File: config.mk
export PLATFORM = sky130hd
export DESIGN_NAME = iwdt_top
export DESIGN_NICKNAME = d
export VERILOG_FILES = /design/src/iwdt_pkg.sv /design/src/iwdt_sync3.sv /design/src/iwdt_prescaler.sv /design/src/iwdt_top.sv
export SDC_FILE = /design/constraint.sdc
export NUM_CORES = 1
export LEC_CHECK = 0
export ABC_CLOCK_PERIOD_IN_PS = 9960
export BUFFER_PORTS_ARGS = -buffer_cell sky130_fd_sc_hd__buf_2
export CAP_MARGIN = 20
export CORE_UTILIZATION = 55
export DETAILED_ROUTE_END_ITERATION = 8
export PLACE_DENSITY = 0.77
export SKIP_LAST_GASP = 1
export SLEW_MARGIN = 20
export SYNTH_ARGS = -nofsm -noshare
export SYNTH_HDL_FRONTEND = slang
export SYNTH_HIERARCHICAL = 1
export SYNTH_SLANG_ARGS = --single-unit
File: constraint.sdc
create_clock -name clk_i -period 9.96 [get_ports clk_i]
set_input_delay 0 -clock clk_i [delete_from_list [all_inputs] [get_ports clk_i]]
set_output_delay 0 -clock clk_i [all_outputs]
set_load 0.1 [all_outputs]
File: src/iwdt_pkg.sv
// shared constants, types and default lookup tables of the independent watchdog
package iwdt_pkg;

	localparam int COUNT_W = 14;
	localparam int ADDR_W  = 8;

	// register byte offsets
	localparam logic [ADDR_W-1:0] REFRESH_OFS    = 8'h00;
	localparam logic [ADDR_W-1:0] STATUS_OFS     = 8'h04;
	localparam logic [ADDR_W-1:0] CONTROL_OFS    = 8'h08;
	localparam logic [ADDR_W-1:0] RESET_CTRL_OFS = 8'h0C;
	localparam logic [ADDR_W-1:0] STOP_CTRL_OFS  = 8'h10;
	localparam logic [ADDR_W-1:0] MASK_OFS       = 8'h14;

	// refresh key bytes
	localparam logic [7:0] REFRESH_FIRST  = 8'h00;
	localparam logic [7:0] REFRESH_SECOND = 8'hFF;

	// field positions
	localparam int CTRL_TIMEOUT_LSB = 0;
	localparam int CTRL_DIV_LSB     = 4;
	localparam int CTRL_WEND_LSB    = 8;
	localparam int CTRL_WSTART_LSB  = 12;
	localparam int RSTIRQ_BIT       = 7;
	localparam int LPSTOP_BIT       = 7;
	localparam int STS_UNDERFLOW    = 14;
	localparam int STS_REFERR       = 15;
	localparam int EV_UNDERFLOW     = 0;
	localparam int EV_REFERR        = 1;

	// reset values
	localparam logic [15:0]        CONTROL_RESET    = 16'h0000;
	localparam logic [7:0]         RESET_CTRL_RESET = 8'h00;
	localparam logic [7:0]         STOP_CTRL_RESET  = 8'h00;
	localparam logic [1:0]         MASK_RESET       = 2'h0;
	localparam logic [COUNT_W-1:0] COUNT_RESET      = 14'h0000;

	// reload value per timeout select code
	localparam logic [COUNT_W-1:0] RELOAD_TABLE [4] = '{14'h007F, 14'h01FF, 14'h03FF, 14'h07FF};

	// integrator tables: divide ratio per code, window edges in percent of the period
	localparam logic [8:0] DIV_RATIO_DEFAULT [16] = '{9'h001, 9'h010, 9'h020, 9'h040, 9'h080, 9'h100,
		9'h001, 9'h001, 9'h001, 9'h001, 9'h001, 9'h001, 9'h001, 9'h001, 9'h001, 9'h001};
	localparam int WIN_START_PCT_DEFAULT [4] = '{100, 75, 50, 25};
	localparam int WIN_END_PCT_DEFAULT   [4] = '{0, 25, 50, 75};
	localparam int PCT_FULL              = 100;

	typedef struct packed {
		logic [3:0] divider_select;
		logic [1:0] timeout_select;
		logic [1:0] window_start_select;
		logic [1:0] window_end_select;
		logic       reset_or_interrupt_select;
		logic       low_power_count_halt;
	} wdt_cfg_t;

	typedef struct packed {
		logic     auto_start;
		wdt_cfg_t cfg;
	} option_setting_word_t;

	typedef struct packed {
		logic [ADDR_W-1:0] paddr;
		logic              psel;
		logic              penable;
		logic              pwrite;
		logic [31:0]       pwdata;
	} apb_req_t;

	typedef struct packed {
		logic [31:0] prdata;
		logic        pready;
		logic        pslverr;
	} apb_rsp_t;

	typedef enum logic [1:0] {
		ST_IDLE  = 2'b00,
		ST_COUNT = 2'b01,
		ST_HALT  = 2'b11
	} wdt_state_t;

endpackage : iwdt_pkg

File: src/iwdt_sync3.sv
// three-stage input synchroniser with agreement filter
`timescale 1ns/1ps
`default_nettype none
module iwdt_sync3 (
	// clock and reset
	input  wire logic clk_i,
	input  wire logic rst_n_i,
	// level in and out
	input  wire logic d_i,
	output logic      q_o
);
	logic s1;
	logic s2;
	logic s3;

	always_ff @(posedge clk_i or negedge rst_n_i) begin
		if (!rst_n_i) begin
			s1 <= 1'b0;
			s2 <= 1'b0;
			s3 <= 1'b0;
		end else begin
			s1 <= d_i;
			s2 <= s1;
			s3 <= s2;
		end
	end

	// accept a change only once stages two and three agree
	always_ff @(posedge clk_i or negedge rst_n_i) begin
		if (!rst_n_i) begin
			q_o <= 1'b0;
		end else if (s2 == s3) begin
			q_o <= s3;
		end
	end
endmodule : iwdt_sync3
`default_nettype wire

File: src/iwdt_prescaler.sv
// counts watchdog clock edges and emits one tick per selected ratio
`timescale 1ns/1ps
`default_nettype none
module iwdt_prescaler (
	// clock and reset
	input  wire logic       clk_i,
	input  wire logic       rst_n_i,
	// control
	input  wire logic       clear_i,
	input  wire logic       edge_i,
	input  wire logic [8:0] ratio_i,
	// tick out
	output logic            tick_o
);
	logic [7:0] cnt;
	logic [8:0] last;

	assign last   = ratio_i - 9'h001;
	assign tick_o = edge_i && ({1'b0, cnt} == last);

	always_ff @(posedge clk_i or negedge rst_n_i) begin
		if (!rst_n_i) begin
			cnt <= 8'h00;
		end else if (clear_i || tick_o) begin
			cnt <= 8'h00;
		end else if (edge_i) begin
			cnt <= cnt + 8'h01;
		end
	end
endmodule : iwdt_prescaler
`default_nettype wire

File: src/iwdt_top.sv
// independent watchdog timer with apb registers
`timescale 1ns/1ps
`default_nettype none
module iwdt_top
	import iwdt_pkg::*;
#(
	parameter logic [8:0] DIV_RATIO     [16] = iwdt_pkg::DIV_RATIO_DEFAULT,
	parameter int         WIN_START_PCT [4]  = iwdt_pkg::WIN_START_PCT_DEFAULT,
	parameter int         WIN_END_PCT   [4]  = iwdt_pkg::WIN_END_PCT_DEFAULT
) (
	// clock and reset
	input  wire logic                           clk_i,
	input  wire logic                           resetn_i,
	// apb slave
	input  wire iwdt_pkg::apb_req_t             apb_req_i,
	output iwdt_pkg::apb_rsp_t                  apb_rsp_o,
	// watchdog clock, option word and power state
	input  wire logic                           watchdog_dedicated_clock_i,
	input  wire iwdt_pkg::option_setting_word_t option_setting_word_i,
	input  wire logic                           low_power_i,
	// requests and status
	output logic                                reset_request_o,
	output logic                                underflow_nmi_o,
	output logic                                low_power_stop_o,
	output logic                                irq_o
);
	import iwdt_pkg::*;

	logic                 rst_meta;
	logic                 rst_n;
	logic                 wclk_s;
	logic                 wclk_d;
	logic                 wclk_rise;
	logic                 low_power_s;
	logic                 tick;
	wdt_state_t           state;
	wdt_state_t           next_state;
	wdt_cfg_t             active_cfg;
	wdt_cfg_t             next_cfg;
	wdt_cfg_t             reg_cfg;
	option_setting_word_t option_word;
	logic                 option_taken;
	logic [15:0]          control;
	logic [7:0]           reset_control_register;
	logic [7:0]           stop_control;
	logic [1:0]           event_flags;
	logic [1:0]           event_mask;
	logic [COUNT_W-1:0]   count;
	logic [COUNT_W-1:0]   start_pos;
	logic [COUNT_W-1:0]   end_pos;
	logic                 armed;
	logic                 setup_ph;
	logic                 wr_access;
	logic                 mapped;
	logic                 refresh_done;
	logic                 in_window;
	logic                 counting;
	logic                 start_ev;
	logic                 underflow_ev;
	logic                 referr_ev;
	logic                 timeout_ev;
	logic                 reload_ok;
	logic [1:0]           clear_bits;
	logic [31:0]          rdata;
	logic                 slverr;
	logic [31:0]          prdata_q;

	// window edge as a count value, from a percentage of the period
	function automatic logic [COUNT_W-1:0] win_pos(input logic [COUNT_W-1:0] load, input int pct);
		int tmp;
		tmp = ((int'(load) + 1) * pct) / PCT_FULL;
		return tmp[COUNT_W-1:0];
	endfunction : win_pos

	// reset release through two flops
	always_ff @(posedge clk_i or negedge resetn_i) begin
		if (!resetn_i) begin
			rst_meta <= 1'b0;
			rst_n    <= 1'b0;
		end else begin
			rst_meta <= 1'b1;
			rst_n    <= rst_meta;
		end
	end

	// the watchdog clock is sampled, not used as a clock, so it must stay well below clk_i / 6
	iwdt_sync3 u_sync_wclk (
		.clk_i   (clk_i),
		.rst_n_i (rst_n),
		.d_i     (watchdog_dedicated_clock_i),
		.q_o     (wclk_s)
	);

	iwdt_sync3 u_sync_lp (
		.clk_i   (clk_i),
		.rst_n_i (rst_n),
		.d_i     (low_power_i),
		.q_o     (low_power_s)
	);

	always_ff @(posedge clk_i or negedge rst_n) begin
		if (!rst_n) begin
			wclk_d <= 1'b0;
		end else begin
			wclk_d <= wclk_s;
		end
	end

	assign wclk_rise = wclk_s && !wclk_d;

	// option word caught once, at the first edge after reset release
	always_ff @(posedge clk_i or negedge rst_n) begin
		if (!rst_n) begin
			option_word  <= '0;
			option_taken <= 1'b0;
		end else if (!option_taken) begin
			option_word  <= option_setting_word_i;
			option_taken <= 1'b1;
		end
	end

	// apb decode; zero wait states, read data captured in the setup cycle
	assign setup_ph  = apb_req_i.psel && !apb_req_i.penable;
	assign wr_access = apb_req_i.psel && apb_req_i.penable && apb_req_i.pwrite && !slverr;
	assign mapped    = (apb_req_i.paddr == REFRESH_OFS) || (apb_req_i.paddr == STATUS_OFS)
		|| (apb_req_i.paddr == CONTROL_OFS) || (apb_req_i.paddr == RESET_CTRL_OFS)
		|| (apb_req_i.paddr == STOP_CTRL_OFS) || (apb_req_i.paddr == MASK_OFS);

	always_ff @(posedge clk_i or negedge rst_n) begin
		if (!rst_n) begin
			slverr <= 1'b0;
		end else if (setup_ph) begin
			slverr <= !mapped;
		end
	end

	// software-written settings
	always_ff @(posedge clk_i or negedge rst_n) begin
		if (!rst_n) begin
			control                <= CONTROL_RESET;
			reset_control_register <= RESET_CTRL_RESET;
			stop_control           <= STOP_CTRL_RESET;
			event_mask             <= MASK_RESET;
		end else if (wr_access) begin
			case (apb_req_i.paddr)
				CONTROL_OFS: begin
					control <= apb_req_i.pwdata[15:0];
				end
				RESET_CTRL_OFS: begin
					reset_control_register <= apb_req_i.pwdata[7:0];
				end
				STOP_CTRL_OFS: begin
					stop_control <= apb_req_i.pwdata[7:0];
				end
				MASK_OFS: begin
					// mask bits sit at the same positions as the status flags
					event_mask <= {apb_req_i.pwdata[STS_REFERR], apb_req_i.pwdata[STS_UNDERFLOW]};
				end
				default: begin
				end
			endcase
		end
	end

	always_comb begin
		reg_cfg.divider_select            = control[CTRL_DIV_LSB +: 4];
		reg_cfg.timeout_select            = control[CTRL_TIMEOUT_LSB +: 2];
		reg_cfg.window_start_select       = control[CTRL_WSTART_LSB +: 2];
		reg_cfg.window_end_select         = control[CTRL_WEND_LSB +: 2];
		reg_cfg.reset_or_interrupt_select = reset_control_register[RSTIRQ_BIT];
		reg_cfg.low_power_count_halt      = stop_control[LPSTOP_BIT];
	end

	// refresh key: 00h arms, FFh completes; any other write to the register disarms
	always_ff @(posedge clk_i or negedge rst_n) begin
		if (!rst_n) begin
			armed <= 1'b0;
		end else if (wr_access && (apb_req_i.paddr == REFRESH_OFS)) begin
			armed <= (apb_req_i.pwdata[7:0] == REFRESH_FIRST);
		end
	end

	assign refresh_done = wr_access && (apb_req_i.paddr == REFRESH_OFS) && armed
		&& (apb_req_i.pwdata[7:0] == REFRESH_SECOND);

	// window bounds of the running period
	assign start_pos = win_pos(RELOAD_TABLE[active_cfg.timeout_select],
		WIN_START_PCT[active_cfg.window_start_select]);
	assign end_pos   = win_pos(RELOAD_TABLE[active_cfg.timeout_select],
		WIN_END_PCT[active_cfg.window_end_select]);
	assign in_window = (count <= start_pos) && (count >= end_pos);

	// count halts in low power only when the stop bit is set
	assign counting = (state == ST_COUNT) && !(active_cfg.low_power_count_halt && low_power_s);

	iwdt_prescaler u_prescaler (
		.clk_i   (clk_i),
		.rst_n_i (rst_n),
		.clear_i (start_ev || reload_ok || timeout_ev),
		.edge_i  (wclk_rise && counting),
		.ratio_i (DIV_RATIO[active_cfg.divider_select]),
		.tick_o  (tick)
	);

	// events
	assign start_ev     = (state == ST_IDLE) && option_taken
		&& (option_word.auto_start || refresh_done);
	assign underflow_ev = counting && tick && (count == COUNT_RESET);
	assign referr_ev    = (state == ST_COUNT) && refresh_done && !in_window;
	assign reload_ok    = (state == ST_COUNT) && refresh_done && in_window;
	assign timeout_ev   = underflow_ev || referr_ev;

	// settings chosen at start: option word in auto-start, registers otherwise
	assign next_cfg = option_word.auto_start ? option_word.cfg : reg_cfg;

	always_comb begin
		next_state = state;
		case (state)
			ST_IDLE: begin
				if (start_ev) begin
					next_state = ST_COUNT;
				end
			end
			ST_COUNT: begin
				if (timeout_ev && !option_word.auto_start) begin
					next_state = ST_HALT;
				end
			end
			ST_HALT: begin
				next_state = ST_HALT;
			end
			default: begin
				next_state = ST_IDLE;
			end
		endcase
	end

	always_ff @(posedge clk_i or negedge rst_n) begin
		if (!rst_n) begin
			state <= ST_IDLE;
		end else begin
			state <= next_state;
		end
	end

	// later register writes do not disturb a running period
	always_ff @(posedge clk_i or negedge rst_n) begin
		if (!rst_n) begin
			active_cfg <= '0;
		end else if (start_ev) begin
			active_cfg <= next_cfg;
		end
	end

	// down-counter
	always_ff @(posedge clk_i or negedge rst_n) begin
		if (!rst_n) begin
			count <= COUNT_RESET;
		end else if (start_ev) begin
			count <= RELOAD_TABLE[next_cfg.timeout_select];
		end else if (reload_ok || (timeout_ev && option_word.auto_start)) begin
			count <= RELOAD_TABLE[active_cfg.timeout_select];
		end else if (counting && tick && !underflow_ev) begin
			count <= count - 14'h0001;
		end
	end

	// one-cycle request pulses
	always_ff @(posedge clk_i or negedge rst_n) begin
		if (!rst_n) begin
			reset_request_o <= 1'b0;
			underflow_nmi_o <= 1'b0;
		end else begin
			reset_request_o <= timeout_ev && active_cfg.reset_or_interrupt_select;
			underflow_nmi_o <= timeout_ev && !active_cfg.reset_or_interrupt_select;
		end
	end

	always_ff @(posedge clk_i or negedge rst_n) begin
		if (!rst_n) begin
			low_power_stop_o <= 1'b0;
		end else begin
			low_power_stop_o <= (state != ST_IDLE) && active_cfg.low_power_count_halt;
		end
	end

	// sticky event flags, write one to clear; a new event beats a clear
	assign clear_bits = (wr_access && (apb_req_i.paddr == STATUS_OFS))
		? {apb_req_i.pwdata[STS_REFERR], apb_req_i.pwdata[STS_UNDERFLOW]} : 2'h0;

	always_ff @(posedge clk_i or negedge rst_n) begin
		if (!rst_n) begin
			event_flags <= 2'h0;
		end else begin
			event_flags[EV_UNDERFLOW] <= underflow_ev || (event_flags[EV_UNDERFLOW] && !clear_bits[EV_UNDERFLOW]);
			event_flags[EV_REFERR]    <= referr_ev || (event_flags[EV_REFERR] && !clear_bits[EV_REFERR]);
		end
	end

	always_ff @(posedge clk_i or negedge rst_n) begin
		if (!rst_n) begin
			irq_o <= 1'b0;
		end else begin
			irq_o <= |(event_flags & event_mask);
		end
	end

	// read mux, captured in the setup cycle
	always_comb begin
		rdata = 32'h0000_0000;
		case (apb_req_i.paddr)
			STATUS_OFS: begin
				rdata[COUNT_W-1:0]   = count;
				rdata[STS_UNDERFLOW] = event_flags[EV_UNDERFLOW];
				rdata[STS_REFERR]    = event_flags[EV_REFERR];
			end
			CONTROL_OFS: begin
				rdata[15:0] = control;
			end
			RESET_CTRL_OFS: begin
				rdata[7:0] = reset_control_register;
			end
			STOP_CTRL_OFS: begin
				rdata[7:0] = stop_control;
			end
			MASK_OFS: begin
				rdata[STS_UNDERFLOW] = event_mask[EV_UNDERFLOW];
				rdata[STS_REFERR]    = event_mask[EV_REFERR];
			end
			default: begin
				rdata = 32'h0000_0000;
			end
		endcase
	end

	always_ff @(posedge clk_i or negedge rst_n) begin
		if (!rst_n) begin
			prdata_q <= 32'h0000_0000;
		end else if (setup_ph && !apb_req_i.pwrite) begin
			prdata_q <= rdata;
		end
	end

	// whole response driven by one assignment, so no member has two kinds of driver
	assign apb_rsp_o = '{prdata: prdata_q, pready: 1'b1, pslverr: apb_req_i.psel && apb_req_i.penable && slverr};

endmodule : iwdt_top
`default_nettype wire

==> results.json, run 1 <==
{
  "status": "aborted with a tool error",
  "lastStage": "global routing (5_1_grt)",
  "tool.error": "[ERROR GRT-0232] Routing congestion too high. Check the congestion heatmap in the GUI.",
  "num_rows": 62,
  "numPortBuffers": 64,
  "track_usage_pct": 75.0,
  "ios": 98,
  "synth_cells": 1982,
  "cts_max_level": 4,
  "gr-total-overflow": 10,
  "synthArstFlopShare_pct": 100,
  "netlist_area_sq_mm": 0.0160,
  "ys_seq_elements": 119,
  "endpoint_type": "sequential cell input",
  "yosys_most_used_dff": "dfrtp_1",
  "fp.dieH_um": 173,
  "place_inst": 2898,
  "clock-sinks": 119,
  "ys_warn_count": 6,
  "ys_seq_area_share_pct": 18.6,
  "gp_congestion": 0.944,
  "cts_buffers": 17,
  "yosysUniqueCellTypes": 125,
  "synth_enable_flop_cells": 0,
  "avgSynthCellArea_sq_um": 8.07,
  "grt_max_degree": 86,
  "die_w_um": 173,
  "initial_core_util_pct": 55.9,
  "dp_hpwl_mm": 39.1,
  "root_buffer": "clkbuf_16",
  "worstEndpointGrtRepair": "count[9]$_DFFE_PN0P_/D",
  "cts_buffer_depth": 2,
  "post_dp_cell_area_sq_mm": 0.0208,
  "place_ws_ps": -6790
}
[through the flow]
stage / hold WS, ps / utilization, % / setup TNS, ps
CTS: 127 / 80.9 / -101820
detailed placement: -214 / 72.8 / -119030
global placement: -215 / 72.8 / -109340
floorplan: -296 / - / -112100
[Yosys cell counts, types with 28 or more instances]
cell,count,area (sq um)
nor2_1,176,661
nand2_1,150,563
a21oi_1,139,696
ha_1,129,1610
dfrtp_1,119,2980
inv_1,117,439
o21ai_0,74,370
mux2_2,68,766
clkbuf_1,54,203
nand3_1,51,255
nor3_1,51,255
mux2i_1,49,490
and2_1,44,275
xnor2_1,39,342
o211ai_1,32,240
and3_1,30,188
a211oi_1,29,218
xor2_1,28,245
[what timing repair did]
| item | 4_1_cts |
|---|---|
| hold buffers | 36 |
| setup endpoints to repair | 18 |
| gates resized for setup | 186 |
| pin swaps | 89 |
| cloned | 0 |
| setup buffers | 63 |
| hold endpoints to repair | 55 |
[kinds of logic after synthesis]
kind of cell | count (synthesis) | synth area share, %
AND/OR/NAND/NOR | 693 | 22.5
AO/OA/AOI/OAI | 601 | 27.6
buffers and inverters | 217 | 5.86
adder cells (fa/ha/maj) | 157 | 13.1
multiplexers | 124 | 8.42
flip-flops | 119 | 18.6
XOR/XNOR | 69 | 3.87
other | 2 | 0.0469
[routing by layer]
metal / GRT usage (%) / overflow
met1: 72.7 / 0
met2: 89.0 / 5
met3: 64.9 / 0
met4: 74.6 / 5
met5: 41.7 / 0
==> run 2: changes to the inputs <==
CORE_UTILIZATION = 40   (was 55)
PLACE_DENSITY = default   (was 0.77)
PLACE_DENSITY_LB_ADDON = 0.15   (was default)
==> results.json, run 2 <==
{
  "status": "finished, violations left",
  "violations": "setup timing",
  "yosys_most_used_dff": "dfrtp_1",
  "antenna_left": 0,
  "initial_core_util_pct": 41.0,
  "grt_pass1_wl_mm": 87.0,
  "post-route-min-period_ps": 16020,
  "slowest_delay_ps": 500,
  "final_common_cell": "buf_4",
  "ios": 98,
  "worstMarginPinSlew_ps": 979,
  "antenna_cells": 0,
  "coreArea_sq_mm": 0.0390,
  "relSlewSlack_pct": 33.8,
  "min_path_type": "in -> reg",
  "grt_max_degree": 65,
  "yosysUniqueCellTypes": 125,
  "gp_congestion": 0.889,
  "drt-wirelength-per-cell_um": 16.3,
  "fin_nets": 2932,
  "cts_tree": "yes",
  "grt_pass1_vias": 18000,
  "dp_hpwl_mm": 39.9,
  "avgSynthCellArea_sq_um": 8.07,
  "ys_seq_area_share_pct": 18.6,
  "slew_viol_final": 0,
  "synthArstFlopShare_pct": 100,
  "synth_top_area_share_pct": 18.6,
  "path_clk_slew_ps": 50,
  "finClkSkew_ps": 11.0,
  "fp.dieH_um": 202,
  "avgViaCountPerCell": 5.59,
  "vias": 18200,
  "cts_max_level": 4,
  "maxCapViolCount": 0,
  "synth_enable_flop_cells": 0,
  "place_ws_ps": -6700,
  "max_freq_ghz": 0.0624,
  "die_w_um": 202,
  "yosysMostFrequentCell": "nor2_1",
  "netlist_top_cells_area": "dfrtp_1 (19%), ha_1 (10%), mux2_2 (4.8%), a21oi_1 (4.3%), nor2_1 (4.1%)",
  "cts_buffer_depth": 2,
  "period_share_pct": 161,
  "place_inst": 3070,
  "final_cell_mix": "buf_4 (667), nor2_1 (164), nand2_1 (140), a21oi_1 (121), dfrtp_1 (115)",
  "ys_warn_count": 6,
  "track_usage_pct": 25.5,
  "hold_slack_ps": 10.2,
  "crit_path_end_kind": "flip-flop",
  "netlist_area_sq_mm": 0.0160,
  "final_core_util_pct": 62.7,
  "clock_latency_ps": 420,
  "cp.required_ps": 10260,
  "root_buffer": "clkbuf_16",
  "numPortBuffers": 64,
  "wl_mm": 53.2,
  "crit_slowest_cell": "fa_1",
  "num_rows": 72,
  "ys_seq_elements": 119,
  "setup_viol_count_final": 18,
  "drtIter0Drc": 985,
  "hold_viol_final": 0,
  "worst-setup-path-type": "reg -> reg",
  "gr-total-overflow": 0,
  "layout.cells.non_filler": 3252,
  "setup_ws_ps": -6060,
  "clock-sinks": 119,
  "rsz0062_at_grt": "yes",
  "die_area_sq_mm": 0.0408,
  "cts_buffers": 17,
  "route.detailed.drc": 0,
  "area_growth_pct": 52.8,
  "arrival_ps": 16320,
  "drive_gt1_share_pct": 43.0,
  "antenna_found_initial": 0,
  "synth_largest_area_cell": "dfrtp_1",
  "synth_cells": 1982,
  "path_max_fanout": 8,
  "reg_top3": "control x16, prdata_q x16, count x14",
  "firstDrtPassIters": 5,
  "start_kind": "flip-flop",
  "synthTopCellsByCount": "nor2_1 (176), nand2_1 (150), a21oi_1 (139), ha_1 (129), dfrtp_1 (119)",
  "cp_common_cell": "ha_4"
}
run 2: area by class of cell:
class / instances / area, sq um
fillers: 3370 / 14600
flip-flops and latches: 119 / 2990
well taps: 518 / 648
repair buffers: 790 / 5950
clock buffers: 23 / 488
inverters: 122 / 460
clock inverters: 7 / 119
multi-input cells: 1673 / 13800
run 2: cells by family after synthesis:
family                   Yosys count  share of synthesized area, %
AO/OA/AOI/OAI                    601                          27.6
XOR/XNOR                          69                          3.87
adder cells (fa/ha/maj)          157                          13.1
buffers and inverters            217                          5.86
flip-flops                       119                          18.6
multiplexers                     124                          8.42
other                              2                        0.0469
AND/OR/NAND/NOR                  693                          22.5
run 2: critical path: cells and delay by family (launching register included):
family          cells  cell delay [ps]
xor+xnor            1              130
mux                 2              490
compound gates     31             6430
fa+ha+maj          13             3250
simple gates       27             3830
flops               1              470
buf+inv            12             1280
run 2: worst paths after layout:
| kind | start | end | slack, ps | cells past startpoint |
|---|---|---|---|---|
| worst max register to register | active_cfg[7] | count[7] | -6060 | 86 |
| max in group asynchronous | rst_n | active_cfg[3] | 8250 | 1 |
| worst min-delay path | apb_req_i[32] | prdata_q[10] | 10 | 3 |
| min in group asynchronous | rst_n | option_word[4] | 370 | 0 |
| worst min register to register | u_sync_wclk/s1 | u_sync_wclk/s2 | 350 | 0 |
| worst max-delay path | active_cfg[7] | count[7] | -6060 | 86 |
run 2: timing repair:
action	in CTS	in global routing
hold buffers	37	0
gates cloned	2	0
hold endpoints to repair	55	0
setup endpoints to repair	18	18
gates resized for setup	155	113
buffers inserted	87	29
pin swaps	97	66
run 2: stage by stage:
| step | TNS, ps | area (sq um) |
|---|---|---|
| after CTS | -100250 | 23700 |
| after detailed placement | -117420 | 21300 |
| after global placement | -112260 | 21300 |
| final | -106380 | 24400 |
| after global routing | -121100 | 24400 |
| after floorplan | -112100 | 16500 |
run 2: metal layers:
layer	part of all wire, %	vias to the layer above	track usage [%]
met2	50	385	44.8
met1	45	8822	33.7
met5	0	-	0
met4	1.3	0	5.22
li1	-	8894	-
met3	3.5	62	2.43
Power of run 2 is left out: the tool's default activity adds up to more than one toggle a clock period on the data nets, which glitch-free logic cannot reach.
